--- src/shared/strap_pkg.sv ---
// Package for the reset strap configuration loader.
// Assumes one 25 MHz core clock and a plain register port.

package strap_pkg;

  // ==========================================================
  // Strap pin positions in the sampled vector
  localparam int STRAP_W = 13;
  localparam int IDX_EMISSION = 0;
  localparam int IDX_FLOW = 1;
  localparam int IDX_LINKUP = 2;
  localparam int IDX_AN_HI = 3;
  localparam int IDX_AN_LO = 4;
  localparam int IDX_MGMT_HI = 5;
  localparam int IDX_MGMT_LO = 6;
  localparam int IDX_START = 7;
  localparam int IDX_P6_HI = 8;
  localparam int IDX_P6_LO = 9;
  localparam int IDX_P6_ROLE = 10;
  localparam int IDX_P6_SPEED = 11;
  localparam int IDX_INBAND = 12;

  // ==========================================================
  // Register port
  localparam int ADDR_W = 8;
  localparam int DATA_W = 32;
  localparam logic [7:0] OFS_STRAP_RAW = 8'h00;
  localparam logic [7:0] OFS_CTRL = 8'h04;
  localparam logic [7:0] OFS_STATUS = 8'h08;
  localparam int CTRL_SOFT_RST = 0;
  localparam int CTRL_START = 1;
  localparam logic [12:0] STRAP_RST = 13'h0000;

  // ==========================================================
  // Timing
  localparam int CLK_PERIOD_NS = 40;
  localparam int SETTLE_NS = 80;
  localparam int SETTLE_CYC =
    (SETTLE_NS + CLK_PERIOD_NS - 1) / CLK_PERIOD_NS;

  // ==========================================================
  // Types
  typedef enum logic [1:0] {
    S_FLOAT = 2'b00,
    S_CAPTURE = 2'b01,
    S_RUN = 2'b10
  } load_state_t;

  typedef enum logic [1:0] {
    MGMT_MDIO = 2'b00,
    MGMT_I2C = 2'b01,
    MGMT_SPI = 2'b10
  } mgmt_t;

  typedef enum logic [1:0] {
    P6_RGMII = 2'b00,
    P6_RMII = 2'b01,
    P6_RSVD = 2'b10,
    P6_MII = 2'b11
  } p6_mode_t;

  typedef struct packed {
    logic emission_filter_en;
    logic flow_ctrl_en;
    logic fast_linkup;
    logic auto_mdix_en;
    logic autoneg_en;
    logic linkup_rsvd;
    logic nand_tree;
    logic full_duplex_forced;
    logic force_mdix;
    logic force_mdi;
    mgmt_t mgmt_sel;
    logic start_on_reset;
    p6_mode_t p6_mode;
    logic p6_mac_role;
    logic p6_refclk_out_en;
    logic p6_refclk_in_sel;
    logic p6_speed_1000;
    logic inband_en;
  } strap_cfg_t;

  localparam strap_cfg_t CFG_RST = '0;

endpackage : strap_pkg

--- src/reset_strap_config_loader.sv ---
// Reset strap configuration loader: floats the strap pins in reset,
// samples them at release and decodes the device-wide settings.
// Assumes board pull resistors and a synchronous register master.
//
// How it works
// - While reset or soft reset is active every strap pin is floated.
// - Pin levels are captured at reset release and become the setup.
// - After capture every strap pin is driven with its normal output.
// - A software reset floats the pins again and recaptures them.
// - A low emission strap enables the transmit filter, high disables.
// - A low flow strap disables flow control, high enables it.
// - A low link-up strap selects fast link-up without auto modes.
// - In normal link-up the two-bit code picks reserved, off, NAND, on.
// - Fast link-up forces full duplex and MDI-X on low, MDI on high.
// - Code 00 picks MDIO, 01 I2C and 1x SPI management.
// - A low start strap holds forwarding until the start bit is set.
// - Port 6 code 00 RGMII, 01 RMII, 10 reserved, 11 MII.
// - In MII a high role strap makes port 6 the MAC side.
// - In RMII a low role strap drives the 50 MHz reference out.
// - A low speed strap gives 1000 Mbps, high gives 10/100 Mbps.
// - A high in-band strap enables management over switch frames.
//
// Local design decisions: strobed register access and the register addresses.

`timescale 1ns/100ps

module reset_strap_config_loader (
  // Clock and reset
  input wire logic i_core_clk,
  input wire logic i_rstn,
  // Strap pins
  input wire logic [strap_pkg::STRAP_W-1:0] i_strap_pin,
  output logic [strap_pkg::STRAP_W-1:0] o_strap_out,
  output logic [strap_pkg::STRAP_W-1:0] o_strap_oe_n,
  // Normal pin function
  input wire logic [strap_pkg::STRAP_W-1:0] i_func_out,
  // Register port
  input wire logic [strap_pkg::ADDR_W-1:0] i_addr,
  input wire logic [strap_pkg::DATA_W-1:0] i_wr_data,
  input wire logic i_wr,
  input wire logic i_rd,
  output logic [strap_pkg::DATA_W-1:0] o_rd_data,
  // Configuration out
  output strap_pkg::strap_cfg_t o_cfg,
  output logic o_cfg_valid,
  output logic o_forward_en
);
  import strap_pkg::*;

  // ==========================================================
  // Pin synchroniser
  logic [STRAP_W-1:0] pin_meta;
  logic [STRAP_W-1:0] pin_sync;

  // No reset, so the stages keep sampling while reset is held
  always_ff @(posedge i_core_clk) begin
    pin_meta <= i_strap_pin;
    pin_sync <= pin_meta;
  end

  // ==========================================================
  // Load sequencer
  load_state_t state;
  load_state_t next_state;
  logic [2:0] settle_cnt;
  logic [2:0] next_settle_cnt;
  logic [STRAP_W-1:0] strap;
  logic start_bit;

  wire sel_raw = (i_addr == OFS_STRAP_RAW);
  wire sel_ctrl = (i_addr == OFS_CTRL);
  wire sel_status = (i_addr == OFS_STATUS);
  wire wr_ctrl = i_wr && sel_ctrl;
  wire soft_rst = wr_ctrl && i_wr_data[CTRL_SOFT_RST];
  wire settle_done = (settle_cnt == 3'(SETTLE_CYC - 1));

  always_comb begin
    next_state = state;
    next_settle_cnt = settle_cnt;
    case (state)
      S_FLOAT: begin
        next_settle_cnt = settle_cnt + 3'h1;
        if (settle_done) begin
          next_state = S_CAPTURE;
        end
      end
      S_CAPTURE: begin
        next_state = S_RUN;
      end
      S_RUN: begin
        next_state = S_RUN;
      end
      default: begin
        next_state = S_FLOAT;
      end
    endcase
    // Soft reset restarts the whole load sequence
    if (soft_rst) begin
      next_state = S_FLOAT;
      next_settle_cnt = 3'h0;
    end
  end

  always_ff @(posedge i_core_clk or negedge i_rstn) begin
    if (!i_rstn) begin
      state <= S_FLOAT;
      settle_cnt <= 3'h0;
    end else begin
      state <= next_state;
      settle_cnt <= next_settle_cnt;
    end
  end

  // ==========================================================
  // Capture latch
  // Only the capture state loads it; pin activity in run is ignored
  always_ff @(posedge i_core_clk or negedge i_rstn) begin
    if (!i_rstn) begin
      strap <= STRAP_RST;
    end else if (state == S_CAPTURE) begin
      strap <= pin_sync;
    end
  end

  // ==========================================================
  // Pin drivers
  // Pins float until capture is done, so no driver fights the pulls
  // Soft reset lets go of the pins at once; otherwise the synchroniser
  // would hand the capture a level the device itself was driving
  wire drive = (state == S_RUN) && !soft_rst;
  wire [STRAP_W-1:0] next_oe_n = drive ? '0 : '1;
  wire [STRAP_W-1:0] next_out = drive ? i_func_out : '0;

  always_ff @(posedge i_core_clk or negedge i_rstn) begin
    if (!i_rstn) begin
      o_strap_oe_n <= '1;
      o_strap_out <= '0;
    end else begin
      o_strap_oe_n <= next_oe_n;
      o_strap_out <= next_out;
    end
  end

  // ==========================================================
  // Decode
  wire normal = strap[IDX_LINKUP];
  wire [1:0] an_code = {strap[IDX_AN_HI], strap[IDX_AN_LO]};
  wire [1:0] mg_code = {strap[IDX_MGMT_HI], strap[IDX_MGMT_LO]};
  wire [1:0] p6_code = {strap[IDX_P6_HI], strap[IDX_P6_LO]};
  wire role = strap[IDX_P6_ROLE];
  wire is_mii = (p6_code == P6_MII);
  wire is_rmii = (p6_code == P6_RMII);
  wire mgmt_t dec_mgmt = mg_code[1] ? MGMT_SPI : mgmt_t'(mg_code);
  strap_cfg_t next_cfg;

  always_comb begin
    next_cfg = CFG_RST;
    next_cfg.emission_filter_en = !strap[IDX_EMISSION];
    next_cfg.flow_ctrl_en = strap[IDX_FLOW];
    next_cfg.fast_linkup = !normal;
    next_cfg.auto_mdix_en = normal;
    next_cfg.autoneg_en = normal && (an_code == 2'h3);
    next_cfg.linkup_rsvd = normal && (an_code == 2'h0);
    next_cfg.nand_tree = normal && (an_code == 2'h2);
    next_cfg.full_duplex_forced = !normal;
    next_cfg.force_mdix = !normal && !strap[IDX_AN_HI];
    next_cfg.force_mdi = !normal && strap[IDX_AN_HI];
    next_cfg.mgmt_sel = dec_mgmt;
    next_cfg.start_on_reset = strap[IDX_START];
    next_cfg.p6_mode = p6_mode_t'(p6_code);
    next_cfg.p6_mac_role = is_mii && role;
    next_cfg.p6_refclk_out_en = is_rmii && !role;
    next_cfg.p6_refclk_in_sel = is_rmii && role;
    next_cfg.p6_speed_1000 = !strap[IDX_P6_SPEED];
    next_cfg.inband_en = strap[IDX_INBAND];
  end

  // ==========================================================
  // Control register and outputs
  // Forwarding stays off until the load has finished
  wire next_fwd = drive && (strap[IDX_START] || start_bit);

  always_ff @(posedge i_core_clk or negedge i_rstn) begin
    if (!i_rstn) begin
      start_bit <= 1'b0;
    end else if (soft_rst) begin
      start_bit <= 1'b0;
    end else if (wr_ctrl) begin
      start_bit <= i_wr_data[CTRL_START];
    end
  end

  always_ff @(posedge i_core_clk or negedge i_rstn) begin
    if (!i_rstn) begin
      o_cfg <= CFG_RST;
      o_cfg_valid <= 1'b0;
      o_forward_en <= 1'b0;
    end else begin
      o_cfg <= next_cfg;
      o_cfg_valid <= drive;
      o_forward_en <= next_fwd;
    end
  end

  // ==========================================================
  // Register reads
  logic [DATA_W-1:0] rd_mux;

  always_comb begin
    rd_mux = '0;
    if (sel_raw) begin
      rd_mux[STRAP_W-1:0] = strap;
    end else if (sel_ctrl) begin
      rd_mux[CTRL_START] = start_bit;
    end else if (sel_status) begin
      rd_mux[1:0] = state;
    end
  end

  always_ff @(posedge i_core_clk or negedge i_rstn) begin
    if (!i_rstn) begin
      o_rd_data <= '0;
    end else begin
      o_rd_data <= i_rd ? rd_mux : '0;
    end
  end

  // ==========================================================
  // Assertions
  a_float_while_load: assert property (
    @(posedge i_core_clk) disable iff (!i_rstn)
    (state != S_RUN || soft_rst) |=> (o_strap_oe_n == '1))
    else $error("strap pin driven during load");

  a_capture_pins: assert property (
    @(posedge i_core_clk) disable iff (!i_rstn)
    (state == S_CAPTURE) |=> (strap == $past(pin_sync)))
    else $error("strap capture wrong");

  a_drive_after_load: assert property (
    @(posedge i_core_clk) disable iff (!i_rstn)
    (state == S_RUN && !soft_rst) |=>
      (o_strap_oe_n == '0) && (o_strap_out == $past(i_func_out)))
    else $error("strap pin not driven in run");

  a_soft_reload: assert property (
    @(posedge i_core_clk) disable iff (!i_rstn)
    (soft_rst && state == S_RUN) |=>
      (state == S_FLOAT) ##[1:4] (state == S_CAPTURE))
    else $error("soft reset did not reload");

  a_filter_flow: assert property (
    @(posedge i_core_clk) disable iff (!i_rstn)
    o_cfg_valid |->
      (o_cfg.emission_filter_en == !strap[IDX_EMISSION]) &&
      (o_cfg.flow_ctrl_en == strap[IDX_FLOW]))
    else $error("filter or flow decode wrong");

  a_linkup_decode: assert property (
    @(posedge i_core_clk) disable iff (!i_rstn)
    (o_cfg_valid && normal) |->
      (o_cfg.autoneg_en == (an_code == 2'h3)) && !o_cfg.force_mdi &&
      (o_cfg.nand_tree == (an_code == 2'h2)))
    else $error("normal link-up decode wrong");

  a_fast_linkup: assert property (
    @(posedge i_core_clk) disable iff (!i_rstn)
    (o_cfg_valid && !normal) |->
      o_cfg.full_duplex_forced && !o_cfg.autoneg_en &&
      (o_cfg.force_mdix == !strap[IDX_AN_HI]))
    else $error("fast link-up decode wrong");

  a_mgmt_sel: assert property (
    @(posedge i_core_clk) disable iff (!i_rstn)
    (o_cfg_valid && mg_code[1]) |-> (o_cfg.mgmt_sel == MGMT_SPI))
    else $error("management select wrong");

  a_start_gate: assert property (
    @(posedge i_core_clk) disable iff (!i_rstn)
    (drive && !strap[IDX_START] && !start_bit) |=> !o_forward_en)
    else $error("forwarding before start bit");

  a_p6_clock: assert property (
    @(posedge i_core_clk) disable iff (!i_rstn)
    o_cfg_valid |->
      !(o_cfg.p6_refclk_out_en && o_cfg.p6_refclk_in_sel))
    else $error("port 6 reference both ways");

  a_hold_in_run: assert property (
    @(posedge i_core_clk) disable iff (!i_rstn)
    (state == S_RUN) ##1 (state == S_RUN) |-> $stable(strap))
    else $error("captured straps changed in run");

  c_first_run: cover property (
    @(posedge i_core_clk) disable iff (!i_rstn)
    (state == S_CAPTURE) ##1 (state == S_RUN));

  c_soft_reset: cover property (
    @(posedge i_core_clk) disable iff (!i_rstn)
    soft_rst && (state == S_RUN));

  c_start_by_sw: cover property (
    @(posedge i_core_clk) disable iff (!i_rstn)
    !o_forward_en && !strap[IDX_START] ##1 o_forward_en);

endmodule : reset_strap_config_loader

--- config.mk ---
export PLATFORM = sky130hd
export DESIGN_NAME = reset_strap_config_loader
export DESIGN_NICKNAME = d
export VERILOG_FILES = /design/src/shared/strap_pkg.sv /design/src/reset_strap_config_loader.sv
export SDC_FILE = /design/constraint.sdc
export NUM_CORES = 1
export LEC_CHECK = 0
export BUFFER_PORTS_ARGS = -buffer_cell sky130_fd_sc_hd__buf_2
export CAP_MARGIN = 20
export CORE_MARGIN = 2
export CORE_UTILIZATION = 35
export CTS_BUF_LIST = sky130_fd_sc_hd__clkbuf_4 sky130_fd_sc_hd__clkbuf_8 sky130_fd_sc_hd__clkbuf_16
export DETAILED_ROUTE_END_ITERATION = 8
export PLACE_DENSITY = 0.6
export REMOVE_ABC_BUFFERS = 1
export SYNTH_ARGS = -nofsm -noshare
export SYNTH_HDL_FRONTEND = slang
export SYNTH_SLANG_ARGS = --single-unit
export TNS_END_PERCENT = 30
--- constraint.sdc ---
create_clock -name i_core_clk -period 4.84 [get_ports i_core_clk]
set_input_delay 0.968 -clock i_core_clk [delete_from_list [all_inputs] [get_ports i_core_clk]]
set_output_delay 0.968 -clock i_core_clk [all_outputs]
set_load 0.01 [all_outputs]
==> flow_summary.toml <==
[outcome]
outcome = "completed"

[synth]
synthCells = 230
synth_area_per_cell_um2 = 13.64
ys_ff_latch = 93
ys_seq_area_frac = 0.7006
synth_simple_gate_area_frac = 0.1168
synth_cell_type_count = 30
yosysWarnings = 0
synth_top_area_cell = "dfrtp_1"
synthTopCellsByArea = "dfrtp_1 (53%), dfxtp_1 (17%), buf_4 (7.9%)"
ys_top_cells_by_count = "dfrtp_1 (66), buf_4 (33), dfxtp_1 (26)"
synth_adder_area_share = 0.01994
synth.most_common_cell = "dfrtp_1"
synth-xor-area-share = 0.005582
muxShareOfSynthArea = 0.04266
synth.cell_area_um2 = 3138
postSynth.asyncResetShare = 0.7204
synth_ff_type = "dfrtp_1"
synth-compound-area-share = 0.01874
synth_edf_count = 0
synth_top_area_frac = 0.5263
synth_top_family_by_area = "simple AND/OR/NAND/NOR gates"

[clock_tree]
clkLatencyLatePin_ps = 350
clock_path_buffers = 2
post_cts_buffers = 0
cts_resized = 0
tritoncts = "yes"
postCtsHoldBufs = 0
cts.sinks = 93
numCtsBuffers = 9
cts_root_buf = "clkbuf_8"
cts_htree_levels = 3
path_clk_slew_ps = 100

[grt]
antenna_found_initial = 1
grt_overflow = 0
first_global_vias = 1734
grtUsageMet1 = 0.1481
globalRouteMet3Util = 0.04184
grt_max_degree = 38
grt-busiest-layer = "met2"
met2_usage = 0.1790
grt_first_pass_wirelength_um = 8728
grt_use_total = 0.1165

[job]
drv_cap = 0

[timing]
final-max-slew-violation-count = 0
setup_viol = 0
worstMarginPinSlew_ps = 717.0
slew_headroom = 0.5220
fmax_mhz = 458.7
rsz0062_at_grt = "false"
finalSetupTns_ps = 0
worst_clock_skew_ps = 12.14
period_needed_ps = 2180
period_share = 0.4504
finalHoldViolCount = 0

[min_path]
hold_path.startpoint = "pin_meta[7]"
hold_class = "flop to flop"

[die]
rows = 34
initial_core_util = 0.3598
coreArea_um2 = 8721
dieArea_um2 = 9739
fp.dieH_um = 98.69
io_pins = 150
dieWidth_um = 98.69

[detailed_routing]
drtIter0Drc = 24
drc = 0
wl_per_cell_um = 12.29
first_pass_iters = 3
ant_nets = 0
num_vias = 1836
wirelength_um = 5344
routed_via_density = 4.221

[worst_setup_path]
path_max_fanout = 11
worstPathArrival_ps = 2470
end_kind = "flop"
r2r-start = "state[1]"
required_ps = 5130
critPathSlowestCell = "nor4_4"
crit_path_max_incr_delay_ps = 600
crit_start = "i_addr[5]"
critPathKind = "primary input to flop"
crit_path_cell_trace = "buf_2 -> or4_4 -> nor4_4 -> and2_1"
start_kind = "primary input"

[place]
port-buffer-count = 100
dp_cells = 419
place_congestion = 0.7568
dp.final_hpwl_um = 3768

[pwr]
p_per_area_nw_per_um2 = 569.5
power_mw = 2.168
leakage_nw = 2.018
peakVddDrop_v = 0.0002091

[cells_and_area]
n_antenna_cell = 0
area_growth_pct = 21.33
fin_nets = 397
layout.cells.non_filler = 435
drive_gt1_frac = 0.4006
per-layer routing:
layer / wire length (um) / vias up
met5: 17 / -
met1: 2294 / 861
met4: 91 / 2
met2: 2513 / 81
li1: - / 882
met3: 427 / 10
final cells by class:
class,count,area (um2)
inverter,8,30.03
multi-input combinational,109,710.7
tap,108,135.1
timing repair buffer,101,508.0
clock buffer,10,131.4
sequential,93,2198
fill,817,4913
clock inverter,6,93.84
cells by family after synthesis:
kind of cell               count (synthesis)
DFF                                       93
AOI/OAI and AO/OA                         10
and+or+nand+nor                           61
other                                      1
buffers and inverters                     46
adders and majority gates                  5
xor gates and xnor gates                   2
muxes                                     12
worst max-delay path: cells and delay by family:
kind	cells	cell delay, ps
and+or+nand+nor	3	1380
buffers and inverters	1	110
cell usage in the layout (no fill, tap or decap), types with 2 or more instances in the layout:
cell type / Yosys / routed
and2_1: 13 / 13
and3_1: 16 / 16
buf_2: 0 / 100
bufinv_16: 0 / 2
clkbuf_8: 0 / 9
conb_1: 1 / 19
dfrtp_1: 66 / 66
dfxtp_1: 26 / 26
ha_1: 5 / 5
inv_1: 8 / 8
inv_6: 0 / 2
mux2_2: 11 / 11
nand2_1: 7 / 7
nor2_1: 8 / 8
nor2b_1: 5 / 5
nor3_1: 2 / 2
nor3b_1: 2 / 2
nor4_1: 2 / 2
o21ai_0: 6 / 6
or3_1: 2 / 2
report_power, final:
| group | switching [mW] | internal [mW] | total, mW |
|---|---|---|---|
| Combinational | 0.271 | 0.239 | 0.510 |
| Sequential | 0.108 | 0.972 | 1.08 |
| Clock | 0.274 | 0.303 | 0.577 |
| Total | 0.653 | 1.52 | 2.17 |
final timing paths:
check	end	slack (ps)	depth (start not counted)
min reg2reg	pin_sync[7]	330	0
max in group asynchronous	o_strap_oe_n[11]	3260	2
max	o_rd_data[12]	2660	4
min	pin_sync[7]	330	0
max reg2reg	strap[9]	3180	3
min in group asynchronous	o_cfg[3]	640	1
metrics by stage:
stage	util	setup WS (ps)	hold slack (ps)	cell area, um2
2_1_floorplan	-	2769	309.6	2939
3_3_place_gp	0.4108	2277	310.2	3582
3_5_place_dp	0.4108	2232	312.1	3582
4_1_cts	0.4366	2617	329.7	3807
5_1_grt	0.4366	2473	336.3	3807
6_report	0.4366	2660	325.1	3807
sequential cells by signal, summed over array words and instances (netlist names), 2 cells and up:
register and count:
pin_meta 13, strap 13, o_strap_out 13, settle_cnt 3, o_cfg 19, o_rd_data 13
pin_sync 13, state 2
Power figures use the tool's default switching activity.
